File: config.mk
export PLATFORM = sky130hd
export DESIGN_NAME = iplc_top
export DESIGN_NICKNAME = d
export VERILOG_FILES = /design/src/shared/iplc_pkg.sv /design/src/logic/iplc_regs.sv /design/src/logic/iplc_top.sv
export SDC_FILE = /design/constraint.sdc
export NUM_CORES = 1
export LEC_CHECK = 0
export BUFFER_PORTS_ARGS = -buffer_cell sky130_fd_sc_hd__buf_2
export CORE_MARGIN = 10
export CORE_UTILIZATION = 50
export CTS_CLUSTER_DIAMETER = 50
export DETAILED_ROUTE_END_ITERATION = 10
export PLACE_DENSITY = 0.69
export SYNTH_ARGS = -nofsm -noshare
export SYNTH_HDL_FRONTEND = slang
export SYNTH_SLANG_ARGS = --single-unit
File: constraint.sdc
create_clock -name CLOCK_IN -period 79.6 [get_ports CLOCK_IN]
set_input_delay 15.92 -clock CLOCK_IN [delete_from_list [all_inputs] [get_ports CLOCK_IN]]
set_output_delay 15.92 -clock CLOCK_IN [all_outputs]
set_load 0.02 [all_outputs]
File: src/shared/iplc_pkg.sv
// package: constants, tables and carrier types of the priority-level block
`default_nettype none
package iplc_pkg;
	localparam int ADDR_W   = 4;
	localparam int DATA_W   = 16;
	localparam int NUM_PRIO = 5;
	localparam int LEVEL_W  = 4;
	localparam int NUM_SRC  = 39;
	localparam int NUM_EVT  = 3;
	localparam int VEC_W    = 8;
	localparam int OFFS_W   = 10;
	localparam int NUM_PIN  = 8;

	// register word indices on the plain register port
	localparam logic [3:0] ADDR_PINS_LOW  = 4'h0;
	localparam logic [3:0] ADDR_PINS_HIGH = 4'h1;
	localparam logic [3:0] ADDR_DMA_TMR   = 4'h2;
	localparam logic [3:0] ADDR_TMR_SER   = 4'h3;
	localparam logic [3:0] ADDR_MISC      = 4'h4;
	localparam logic [3:0] ADDR_EVT_STAT  = 4'h5;
	localparam logic [3:0] ADDR_EVT_CLR   = 4'h6;
	localparam logic [3:0] ADDR_EVT_EN    = 4'h7;

	localparam logic [15:0] PRIO_RESET = 16'h0000;
	localparam logic [15:0] MISC_WMASK = 16'hFFF0; // low field reserved
	localparam logic [2:0]  EVT_RESET  = 3'h0;
	localparam logic [15:0] READ_ZERO  = 16'h0000;

	// event bit positions
	localparam int EVT_FORWARD  = 0;
	localparam int EVT_RESV_WR  = 1;
	localparam int EVT_UNMAPPED = 2;

	// source index layout, ascending vector order
	localparam int SRC_PIN    = 0;
	localparam int SRC_DMA    = 8;
	localparam int SRC_TIMER  = 12;
	localparam int SRC_SERIAL = 27;
	localparam int SRC_PARITY = 35;
	localparam int SRC_ADC    = 36;
	localparam int SRC_WDOG   = 37;
	localparam int SRC_REFR   = 38;

	localparam logic [7:0] VEC_PIN0    = 8'h40; // 64
	localparam logic [7:0] VEC_DMA0    = 8'h48; // 72
	localparam logic [7:0] VEC_DMA1    = 8'h4A; // 74
	localparam logic [7:0] VEC_RESV_LO = 8'h6E; // 110
	localparam logic [7:0] VEC_RESV_HI = 8'h6F; // 111
	localparam logic [7:0] VEC_LAST    = 8'h71; // 113

	// vector number of each source
	localparam logic [7:0] SRC_VEC [0:NUM_SRC-1] = '{
		8'h40, 8'h41, 8'h42, 8'h43, 8'h44, 8'h45, 8'h46, 8'h47,
		8'h48, 8'h4A, 8'h4C, 8'h4E,
		8'h50, 8'h51, 8'h52, 8'h54, 8'h55, 8'h56, 8'h58, 8'h59, 8'h5A,
		8'h5C, 8'h5D, 8'h5E, 8'h60, 8'h61, 8'h62,
		8'h64, 8'h65, 8'h66, 8'h67, 8'h68, 8'h69, 8'h6A, 8'h6B,
		8'h6C, 8'h6D, 8'h70, 8'h71
	};

	// level field (register*4 + slot, slot 0 = bits 15-12) of each source
	localparam logic [4:0] SRC_FIELD [0:NUM_SRC-1] = '{
		5'h00, 5'h01, 5'h02, 5'h03, 5'h04, 5'h05, 5'h06, 5'h07,
		5'h08, 5'h08, 5'h09, 5'h09,
		5'h0A, 5'h0A, 5'h0A, 5'h0B, 5'h0B, 5'h0B, 5'h0C, 5'h0C, 5'h0C,
		5'h0D, 5'h0D, 5'h0D, 5'h0E, 5'h0E, 5'h0E,
		5'h0F, 5'h0F, 5'h0F, 5'h0F, 5'h10, 5'h10, 5'h10, 5'h10,
		5'h11, 5'h11, 5'h12, 5'h12
	};

	typedef logic [NUM_PRIO-1:0][DATA_W-1:0] iplc_prio_t;

	// on-chip peripheral request levels, all active high
	typedef struct packed {
		logic [3:0] dma_transfer_end;
		logic [4:0] compare_a_match;
		logic [4:0] compare_b_match;
		logic [4:0] timer_overflow;
		logic [1:0] receive_error;
		logic [1:0] receive_full;
		logic [1:0] transmit_empty;
		logic [1:0] transmit_end;
		logic       parity_error;
		logic       adc_unit_event;
		logic       watchdog_unit_event;
		logic       refresh_compare_match;
	} iplc_periph_req_t;

	// register port request
	typedef struct packed {
		logic              wr;
		logic              rd;
		logic [ADDR_W-1:0] addr;
		logic [DATA_W-1:0] wdata;
	} iplc_bus_req_t;

	typedef struct packed {
		iplc_prio_t        prio;
		logic [DATA_W-1:0] rdata;
	} iplc_regs_state_t;

	typedef struct packed {
		logic [NUM_PIN-1:0]  pin_meta;
		logic [NUM_PIN-1:0]  pin_sync;
		logic                req;
		logic [LEVEL_W-1:0]  level;
		logic [VEC_W-1:0]    vector;
		logic [OFFS_W-1:0]   offset;
		logic [NUM_EVT-1:0]  status;
		logic [NUM_EVT-1:0]  enable;
		logic                irq;
	} iplc_state_t;
endpackage
`default_nettype wire

File: src/logic/iplc_regs.sv
// priority register file with registered read port
`timescale 1ns/1ns
`default_nettype none
module iplc_regs (
	input  wire logic                     clk_in,
	input  wire logic                     srst_in,
	input  wire iplc_pkg::iplc_bus_req_t  bus_in,
	input  wire logic [2:0]               evt_status_in,
	input  wire logic [2:0]               evt_enable_in,
	output iplc_pkg::iplc_prio_t          prio_out,
	output logic [15:0]                   rdata_out
);
	iplc_pkg::iplc_regs_state_t s_q;
	iplc_pkg::iplc_regs_state_t s_d;

	// write decode and read mux; standby has no input here, so contents survive it
	always_comb begin
		s_d = s_q;
		s_d.rdata = iplc_pkg::READ_ZERO;
		if (bus_in.wr && bus_in.addr <= iplc_pkg::ADDR_MISC) begin
			s_d.prio[bus_in.addr[2:0]] = bus_in.wdata;
			if (bus_in.addr == iplc_pkg::ADDR_MISC) begin
				s_d.prio[4] = bus_in.wdata & iplc_pkg::MISC_WMASK;
			end
		end
		if (bus_in.rd) begin
			case (bus_in.addr)
				iplc_pkg::ADDR_PINS_LOW,
				iplc_pkg::ADDR_PINS_HIGH,
				iplc_pkg::ADDR_DMA_TMR,
				iplc_pkg::ADDR_TMR_SER,
				iplc_pkg::ADDR_MISC: begin
					s_d.rdata = s_q.prio[bus_in.addr[2:0]];
				end
				iplc_pkg::ADDR_EVT_STAT: s_d.rdata = {13'h0000, evt_status_in};
				iplc_pkg::ADDR_EVT_EN:   s_d.rdata = {13'h0000, evt_enable_in};
				default:                 s_d.rdata = iplc_pkg::READ_ZERO;
			endcase
		end
		if (srst_in) begin
			s_d.prio  = {iplc_pkg::NUM_PRIO{iplc_pkg::PRIO_RESET}};
			s_d.rdata = iplc_pkg::READ_ZERO;
		end
	end

	always_ff @(posedge clk_in) begin
		s_q <= s_d;
	end

	assign prio_out  = s_q.prio;
	assign rdata_out = s_q.rdata;
endmodule
`default_nettype wire

File: src/logic/iplc_top.sv
// priority-level arbiter: level registers, request selection, cpu request
`timescale 1ns/1ns
`default_nettype none
module iplc_top (
	input  wire logic                       CLOCK_IN,
	input  wire logic                       SRST_IN,
	input  wire logic                       STANDBY_IN,
	input  wire logic [7:0]                 IRQ_PIN_N_IN,
	input  wire iplc_pkg::iplc_periph_req_t PERIPH_REQ_IN,
	input  wire logic [3:0]                 CPU_MASK_LEVEL_IN,
	input  wire logic [3:0]                 ADDR_IN,
	input  wire logic [15:0]                WDATA_IN,
	input  wire logic                       WR_IN,
	input  wire logic                       RD_IN,
	output logic [15:0]                     RDATA_OUT,
	output logic                            CPU_REQ_OUT,
	output logic [3:0]                      CPU_LEVEL_OUT,
	output logic [7:0]                      CPU_VECTOR_OUT,
	output logic [9:0]                      VECTOR_OFFSET_OUT,
	output logic                            IRQ_OUT
);
	iplc_pkg::iplc_state_t      s_q;
	iplc_pkg::iplc_state_t      s_d;
	iplc_pkg::iplc_prio_t       prio;
	iplc_pkg::iplc_bus_req_t    bus;
	logic [iplc_pkg::NUM_SRC-1:0] req_vec;
	logic                       win_found;
	logic [3:0]                 win_level;
	logic [7:0]                 win_vector;
	logic                       fwd;
	logic [2:0]                 evt;
	logic                       clr_wr;

	// level of one field: register field/4, slot field%4 from the top down
	function automatic logic [3:0] field_level(
		input iplc_pkg::iplc_prio_t p,
		input logic [4:0]           field
	);
		logic [15:0] word;
		logic [1:0]  slot;
		word = p[field[4:2]];
		slot = field[1:0];
		case (slot)
			2'h0:    field_level = word[15:12];
			2'h1:    field_level = word[11:8];
			2'h2:    field_level = word[7:4];
			default: field_level = word[3:0];
		endcase
	endfunction

	// flatten the request lines into ascending vector order
	function automatic logic [iplc_pkg::NUM_SRC-1:0] pack_requests(
		input logic [7:0]                 pins,
		input iplc_pkg::iplc_periph_req_t pr
	);
		logic [iplc_pkg::NUM_SRC-1:0] r;
		r = '0;
		for (int i = 0; i < iplc_pkg::NUM_PIN; i++) begin
			r[iplc_pkg::SRC_PIN + i] = pins[i];
		end
		for (int c = 0; c < 4; c++) begin
			r[iplc_pkg::SRC_DMA + c] = pr.dma_transfer_end[c];
		end
		// within-module rank 2..0 falls on ascending vectors, so the tie order covers it
		for (int t = 0; t < 5; t++) begin
			r[iplc_pkg::SRC_TIMER + 3*t]     = pr.compare_a_match[t];
			r[iplc_pkg::SRC_TIMER + 3*t + 1] = pr.compare_b_match[t];
			r[iplc_pkg::SRC_TIMER + 3*t + 2] = pr.timer_overflow[t];
		end
		for (int p = 0; p < 2; p++) begin
			r[iplc_pkg::SRC_SERIAL + 4*p]     = pr.receive_error[p];
			r[iplc_pkg::SRC_SERIAL + 4*p + 1] = pr.receive_full[p];
			r[iplc_pkg::SRC_SERIAL + 4*p + 2] = pr.transmit_empty[p];
			r[iplc_pkg::SRC_SERIAL + 4*p + 3] = pr.transmit_end[p];
		end
		// parity and refresh lines are driven by the bus controller
		r[iplc_pkg::SRC_PARITY] = pr.parity_error;
		r[iplc_pkg::SRC_ADC]    = pr.adc_unit_event;
		r[iplc_pkg::SRC_WDOG]   = pr.watchdog_unit_event;
		r[iplc_pkg::SRC_REFR]   = pr.refresh_compare_match;
		pack_requests = r;
	endfunction

	// one driver for the whole request word: wr, rd, addr, wdata from the top down
	assign bus = {WR_IN, RD_IN, ADDR_IN, WDATA_IN};

	// register file keeps contents through standby; only reset clears them
	iplc_regs u_regs (
		.clk_in        (CLOCK_IN),
		.srst_in       (SRST_IN),
		.bus_in        (bus),
		.evt_status_in (s_q.status),
		.evt_enable_in (s_q.enable),
		.prio_out      (prio),
		.rdata_out     (RDATA_OUT)
	);

	// pins are active low levels, read only after the two-stage synchroniser
	assign req_vec = pack_requests(~s_q.pin_sync, PERIPH_REQ_IN);

	// scan high vector to low with >=, so the lowest vector wins a tie
	always_comb begin
		logic [3:0] lvl;
		lvl        = 4'h0;
		win_found  = 1'b0;
		win_level  = 4'h0;
		win_vector = 8'h00;
		for (int i = iplc_pkg::NUM_SRC - 1; i >= 0; i--) begin
			lvl = field_level(prio, iplc_pkg::SRC_FIELD[i]);
			if (req_vec[i] && (!win_found || lvl >= win_level)) begin
				win_found  = 1'b1;
				win_level  = lvl;
				win_vector = iplc_pkg::SRC_VEC[i];
			end
		end
	end

	// strict compare: a level-0 source can never pass, which is how reset masks
	assign fwd = win_found && (win_level > CPU_MASK_LEVEL_IN);

	// event sources for the status register
	assign clr_wr = WR_IN && ADDR_IN == iplc_pkg::ADDR_EVT_CLR;
	always_comb begin
		evt = 3'h0;
		evt[iplc_pkg::EVT_FORWARD]  = fwd && !s_q.req;
		evt[iplc_pkg::EVT_RESV_WR]  = WR_IN && ADDR_IN == iplc_pkg::ADDR_MISC
			&& WDATA_IN[3:0] != 4'h0;
		evt[iplc_pkg::EVT_UNMAPPED] = (WR_IN || RD_IN) && ADDR_IN > iplc_pkg::ADDR_EVT_EN;
	end

	// next state: synchroniser, cpu request outputs, event registers
	always_comb begin
		s_d = s_q;
		s_d.pin_meta = IRQ_PIN_N_IN;
		s_d.pin_sync = s_q.pin_meta;
		s_d.req      = fwd;
		s_d.level    = fwd ? win_level : 4'h0;
		s_d.vector   = fwd ? win_vector : 8'h00;
		s_d.offset   = fwd ? {win_vector, 2'b00} : 10'h000;
		// a set in the cycle of its clear wins over the clear
		s_d.status = (s_q.status & ~(clr_wr ? WDATA_IN[2:0] : 3'h0)) | evt;
		if (WR_IN && ADDR_IN == iplc_pkg::ADDR_EVT_EN) begin
			s_d.enable = WDATA_IN[2:0];
		end
		s_d.irq = |(s_d.status & s_d.enable);
		if (SRST_IN) begin
			s_d.pin_meta = 8'hFF;
			s_d.pin_sync = 8'hFF;
			s_d.req      = 1'b0;
			s_d.level    = 4'h0;
			s_d.vector   = 8'h00;
			s_d.offset   = 10'h000;
			s_d.status   = iplc_pkg::EVT_RESET;
			s_d.enable   = iplc_pkg::EVT_RESET;
			s_d.irq      = 1'b0;
		end
	end

	always_ff @(posedge CLOCK_IN) begin
		s_q <= s_d;
	end

	assign CPU_REQ_OUT       = s_q.req;
	assign CPU_LEVEL_OUT     = s_q.level;
	assign CPU_VECTOR_OUT    = s_q.vector;
	assign VECTOR_OFFSET_OUT = s_q.offset;
	assign IRQ_OUT           = s_q.irq;
endmodule
`default_nettype wire

Word level (Yosys, flattened, before mapping)
Cells that the tools add are included.
{"block": "word_totals", "input_bits": 68, "regBits": 134, "wordCells": 329}
{"block": "op_classes", "eq_ne": 7, "n_reduce_logical": 131, "n_bitwise": 7, "order_cmp": 43, "muxes": 126}
{"operator": "2-to-1 mux 8 bit", "count": 38}
{"operator": "2-to-1 mux 4 bit", "count": 39}
{"operator": "greater-or-equal comparator 4 bit", "count": 38}
{"operator": "bitwise mux 80 bit", "count": 1}
{"operator": "binary-select mux 16 bit (select 3 bit)", "count": 1}
{"operator": "demux 16 bit (select 3 bit)", "count": 1}
{"operator": "2-to-1 mux 16 bit", "count": 3}
{"operator": "one-hot mux 16 bit (3 select lines)", "count": 1}
{"operator": "logical AND 1 bit", "count": 47}
{"operator": "zero test 1 bit", "count": 39}
{"operator": "logical OR 1 bit", "count": 39}
{"operator": "2-to-1 mux 1 bit", "count": 39}
{"operator": "== test 4 x 3 -> 1 bit (second input constant)", "count": 4}
{"operator": "== test 4 x 2 -> 1 bit (second input constant)", "count": 2}
{"operator": "NOT 8 bit", "count": 1}
{"operator": "2-to-1 mux 7 bit", "count": 1}
{"operator": "AND 3 bit", "count": 2}
{"operator": "2-to-1 mux 3 bit", "count": 2}
{"operator": "OR reduction 5 bit", "count": 1}
{"operator": "== test 4 x 1 -> 1 bit (second input constant)", "count": 1}
{"operator": "greater-than comparator 4 x 3 -> 1 bit (second input constant)", "count": 1}
{"operator": "greater-than comparator 4 bit", "count": 1}
{"operator": "<= comparator 4 x 3 -> 1 bit (second input constant)", "count": 1}
{"operator": "zero test 4 bit", "count": 1}
{"operator": "other kinds (8)", "count": 10}

Depth between registers and ports, before layout
{"block": "logic_depth", "word_depth": 159, "ltp_mapped": 326, "ltp_nobuf": 314}

Cells and area by module
Synthesis repeated with hierarchy kept, for this count alone.
{"block": "unflattened", "cells_unflattened": 1667, "hier_area_um2": 12974.9}
{"module": "iplc_top", "cells_per_inst": 1186, "area_each_um2": 8588.2, "n_inst": 1}
{"module": "iplc_regs", "cells_per_inst": 481, "area_each_um2": 4386.7, "n_inst": 1}

Worst setup path before layout
Ideal clock, no wire load.
{"block": "synth_path", "path_type": "input port to flip-flop", "startpoint": "input PERIPH_REQ_IN[1] in the netlist's numbering", "endpoint": "register s_q (netlist bit VECTOR_OFFSET_OUT[7])", "setup_slack_ps": 8406, "t_arrival_ps": 71102, "stages": 305, "path_buffers": 13, "path_cell_list": "buf_2 nor2_1 nor2b_1 ha_1 nand2b_1 a211oi_2 a211oi_2 mux2_2 ha_1 nand2b_1 a21oi_1 o22ai_1 a211oi_1 nor2b_1 clkbuf_1 mux2_2 inv_1 ha_1 [269 not listed] a21oi_1 a21o_1 clkbuf_1 nand2b_1 nor2_1 a21oi_1 ha_1 nor2b_1 o21ai_0 nand2b_1 a21oi_1 a41o_1 a41oi_1 nor2b_1 nand2_1 nor2_1 nand4_1 nor4_1"}
{"block": "synth_between", "elab_chain_len": 154}
{"element": "start: declaration", "line_no": "iplc_top.sv:9", "rtl": "input wire iplc_pkg::iplc_periph_req_t PERIPH_REQ_IN,"}
{"element": "logical AND 1 bit (*)", "line_no": "iplc_top.sv:110", "rtl": "if (req_vec[i] && (!win_found || lvl >= win_level)) begin"}
{"element": "2-to-1 mux 4 bit or 2-to-1 mux 1 bit (tied branches)", "line_no": "iplc_top.sv:110"}
{"element": "greater-or-equal comparator 4 bit or zero test 1 bit (tied branches)", "line_no": "iplc_top.sv:110"}
{"element": "logical OR 1 bit", "line_no": "iplc_top.sv:110"}
{"element": "logical AND 1 bit", "line_no": "iplc_top.sv:110"}
{"element": "2-to-1 mux 4 bit or 2-to-1 mux 1 bit (tied branches)", "line_no": "iplc_top.sv:110"}
{"element": "greater-or-equal comparator 4 bit or zero test 1 bit (tied branches)", "line_no": "iplc_top.sv:110"}
{"element": "logical OR 1 bit", "line_no": "iplc_top.sv:110"}
{"element": "[139 not listed]"}
{"element": "logical OR 1 bit", "line_no": "iplc_top.sv:110"}
{"element": "logical AND 1 bit", "line_no": "iplc_top.sv:110"}
{"element": "2-to-1 mux 4 bit (*)", "line_no": "iplc_top.sv:110"}
{"element": "named net win_level[1]", "line_no": "iplc_top.sv:28", "rtl": "logic [3:0] win_level;"}
{"element": "greater-than comparator 4 bit (*)", "line_no": "iplc_top.sv:119", "rtl": "assign fwd = win_found && (win_level > CPU_MASK_LEVEL_IN);"}
{"element": "logical AND 1 bit (*)", "line_no": "iplc_top.sv:119"}
{"element": "NOT 1 bit (no source line) (*)"}
{"element": "OR reduction 2 bit (no source line) (*)"}
{"element": "end signal: assignment", "line_no": "iplc_top.sv:160", "rtl": "s_q <= s_d;"}
{"element": "end: declaration", "line_no": "iplc_top.sv:22", "rtl": "iplc_pkg::iplc_state_t s_q;"}
The timed path passes the listed nets; every way through them passes the cells marked *.
A chain may end at the register's enable or synchronous reset.

Worst setup path after layout
{"block": "layout_path", "startpoint": "input PERIPH_REQ_IN[0] in the netlist's numbering", "endpoint": "register s_q (netlist bit VECTOR_OFFSET_OUT[7])"}
{"block": "layout_between", "elab_chain_len": 157}
{"element": "2-to-1 mux 4 bit or 2-to-1 mux 1 bit (tied branches)", "line_no": "iplc_top.sv:110"}
{"element": "greater-or-equal comparator 4 bit or zero test 1 bit (tied branches)", "line_no": "iplc_top.sv:110"}
{"element": "logical OR 1 bit", "line_no": "iplc_top.sv:110"}
{"element": "logical AND 1 bit", "line_no": "iplc_top.sv:110"}
{"element": "2-to-1 mux 4 bit or 2-to-1 mux 1 bit (tied branches)", "line_no": "iplc_top.sv:110"}
{"element": "greater-or-equal comparator 4 bit or zero test 1 bit (tied branches)", "line_no": "iplc_top.sv:110"}
{"element": "logical OR 1 bit", "line_no": "iplc_top.sv:110"}
{"element": "logical AND 1 bit", "line_no": "iplc_top.sv:110"}
{"element": "[142 not listed]"}
{"element": "logical OR 1 bit", "line_no": "iplc_top.sv:110"}
{"element": "logical AND 1 bit", "line_no": "iplc_top.sv:110"}
{"element": "2-to-1 mux 4 bit (*)", "line_no": "iplc_top.sv:110"}
{"element": "named net win_level[1]", "line_no": "iplc_top.sv:28"}
{"element": "greater-than comparator 4 bit (*)", "line_no": "iplc_top.sv:119"}
{"element": "logical AND 1 bit (*)", "line_no": "iplc_top.sv:119"}
{"element": "NOT 1 bit (no source line) (*)"}
{"element": "OR reduction 2 bit (no source line) (*)"}
Marks and branches as above.

==> reports/qor.csv <==
stage,metric,value,unit
status,outcome,completed,
synth,synth.distinct_cells,108,
hold_path,worstHoldEndpoint,s_q[37],
worst_setup_path,reg2reg_slack,19970,ps
placed_design,dpl.hpwl,27700,um
worst_setup_path,critPathTopFamily,compound AO/OA/AOI/OAI gates,
sta,setup_violations,0,
drt,drt_iter0_drc,1127,
power,ir_worst_vdd,0.0133,mV
clock_tree,clk_pin_slew,60,ps
synth,syn-instance-count,1599,
synth,ys.flop_type,dfxtp_1,
grt,overflow,0,
sta,fin_tns_setup,0,ps
synth,ys_seq_area_share,21.4,%
worst_setup_path,r2r_start,u_regs.prio_out[68],
clock_tree,cts_tree,done,
power,p_sw,0.0656,mW
drt,firstDrtPassIters,6,
synth,ys_ff_latch,131,
worst_setup_path,start_kind,primary input,
drt,route.detailed.drc,0,
grt,grt_start_max_net_pins,107,
sta,hold_viol,0,
sta,finalCriticalPeriod,75170,ps
sta,max_slew_margin,24.3,%
grt,grt_pass1_wl,56700,um
worst_setup_path,critPathBufInv,11,
grt,antenna_found_initial,0,
floorplan,initial_core_util,50.6,%
power,p_seq_share,34.4,%
clock_tree,cts.sinks,131,
grt,first_global_vias,11100,
power,combPwrFrac,29.0,%
sta,fin_hold_ws,407,ps
hold_path,min_from,s_q[45],
layout,final_layout_size_suffix_gt1_share,18.6,%
floorplan,core,24200,um2
drt,ant_nets,0,
synth,synth_edf_count,0,
sta,fin_ws,4430,ps
worst_setup_path,crit_slowest_cell,o211ai_1,
floorplan,fp-row-count,57,
sta,max_freq,13.3,MHz
layout,finish.utilization,56.4,%
hold_path,hold_path.class,register to register,
synth,yosys_warnings,0,
placed_design,place_congestion,0.912,
worst_setup_path,end_kind,register,
clock_tree,clk_path_buf_depth,2,
layout,final_common_cell,nand2_1,
placed_design,dp_cells,1956,
placed_design,portBuffers,102,
worst_setup_path,crit_top_cell,ha_1,
power,switching_share,32.7,%
sta,worst_slew_pin_slew,1130,ps
floorplan,dieWidth,176,um
sta,slew_violations,0,
worst_setup_path,worstRegToRegCells,300,
worst_setup_path,worstPathArrival,75500,ps
clock_tree,h-tree-depth,4,
layout,n_antenna_cell,0,
synth,synth_area_per_cell,7.65,um2
run,maxCapViolCount,0,
floorplan,pin_count,108,
power,clockPowerShare,36.5,%
drt,via_count,11800,
drt,via_per_inst,5.91,
hold_path,min_delay_path_depth,1,
floorplan,die_area,31100,um2
worst_setup_path,cpPeakStageDelay,430,ps
placed_design,place_ws,130,ps
drt,routed_wl,35700,um
power,intPower,0.135,mW
synth,netlist_area,12200,um2
layout,final_nets,1847,
clock_tree,clock_latency,420,ps
clock_tree,cts-root-buf,clkbuf_16,
power,p_leak,5.53,nW
layout,fillers,2252,
sta,timing.final.crit_share,94.4,%
worst_setup_path,cp_max_fo,12,
floorplan,die_h,176,um
worst_setup_path,crit_required,79930,ps
power,powerDensity,14.7,nW/um2
layout,final_cells,1999,
sta,skew,6.84,ps
worst_setup_path,startpoint,PERIPH_REQ_IN[0],
worst_setup_path,crit_type,primary input to register,
drt,wl_per_cell,17.8,um
worst_setup_path,reg2reg_to,VECTOR_OFFSET_OUT[7],
synth,async_reset_ff_share,0,%
layout,syn2layout_area_growth,11.4,%
layout,final_cell_mix,"nand2_1, a21oi_1, dfxtp_1",
clock_tree,cts_made_buffers,17,
grt,track_usage,22.1,%
## layer usage
metal  GRT usage, %  vias to the layer above  routed length, um
met5              0                        -                  0
met3           3.10                       56               1950
met1           27.9                     5513              15700
met2           38.4                      366              17200
li1               -                     5884                  -
met4           6.06                        0                769
## power groups by stage
stage	clock, mW	combinational [mW]	sequential, mW
finish	0.0733	0.0582	0.0691
global route	0.0761	0.0645	0.0693
CTS	0.0734	0.0547	0.0690
detailed placement	0	0.0543	0.0704
global placement	0	0.0536	0.0704
floorplan	0	0.0425	0.0699
## worst max-delay path by stage
stage / endpoint / slack (ps) / cells past startpoint
2_1_floorplan: VECTOR_OFFSET_OUT[7] / 8410 / 305
3_3_place_gp: VECTOR_OFFSET_OUT[7] / 890 / 298
3_5_place_dp: VECTOR_OFFSET_OUT[7] / 130 / 298
4_1_cts: VECTOR_OFFSET_OUT[7] / 330 / 299
5_1_grt: VECTOR_OFFSET_OUT[7] / -260 / 302
6_report: VECTOR_OFFSET_OUT[7] / 4430 / 302
## kinds of logic (layout without fill, tap and decap cells)
kind of cell | Yosys count | after routing | share of synthesized area [%]
simple gates | 586 | 586 | 22.9
buf+inv | 178 | 251 | 6.35
flops | 131 | 131 | 21.4
mux | 98 | 98 | 10.2
compound gates | 486 | 486 | 27.0
fa+ha+maj | 119 | 119 | 12.1
other cells | 1 | 4 | 0.0306
## flip-flops by register name (all words and copies together), names as in the netlist
signal,cells
u_regs.prio_out,80
s_q,22
u_regs.rdata_out,16
VECTOR_OFFSET_OUT,7
CPU_LEVEL_OUT,4
CPU_REQ_OUT,1
IRQ_OUT,1
## final cells by class
type,count,area [um2],share of cell area [%]
inverters,100,375,2.75
multi-input cells,1293,9030,66.2
well taps,324,405,2.97
repair buffers,120,648,4.75
clock buffers,20,447,3.28
flip-flops and latches,131,2620,19.2
clock inverters,11,108,0.789
## synthesized netlist by cell type (all sizes together) (5+ instances only)
cell	n	area, um2
a31o	5	43.8
nor3	26	135
ha	116	1450
nor3b	8	65.1
nand4	7	58.8
nand2	246	931
o31a	6	61.3
nor2b	22	138
mux4	15	338
a211o	10	88.8
nor4	7	58.8
mux2	44	514
mux2i	39	390
a21oi	168	856
a31oi	17	119
nand2b	60	375
and2	16	103
o21ai	86	438
o21bai	7	56.3
o21a	17	128
a211oi	18	150
or3	5	31.3
buf	32	229
or2	23	144
nand3b	5	37.5
and3	7	43.8
dfxtp	131	2620
o211ai	13	130
clkbuf	46	173
o211a	7	70.1
a21boi	10	75.1
o22ai	6	37.5
nor2	121	457
inv	99	372
o31ai	21	191
nand3	20	100
a21o	36	270
## through the flow
step	total power, mW	cell area [um2]
after floorplan	0.112	12200
after global placement	0.124	12800
after detailed placement	0.125	12800
after CTS	0.197	13400
after global routing	0.210	13600
final	0.201	13600
## timing repair
action,in CTS,in global routing
setup endpoints to repair,0,14
hold endpoints to repair,0,0
hold buffers,0,0
buffers inserted,0,12
resized for setup,0,48
Note: power is estimated with default switching activity, not from simulation.
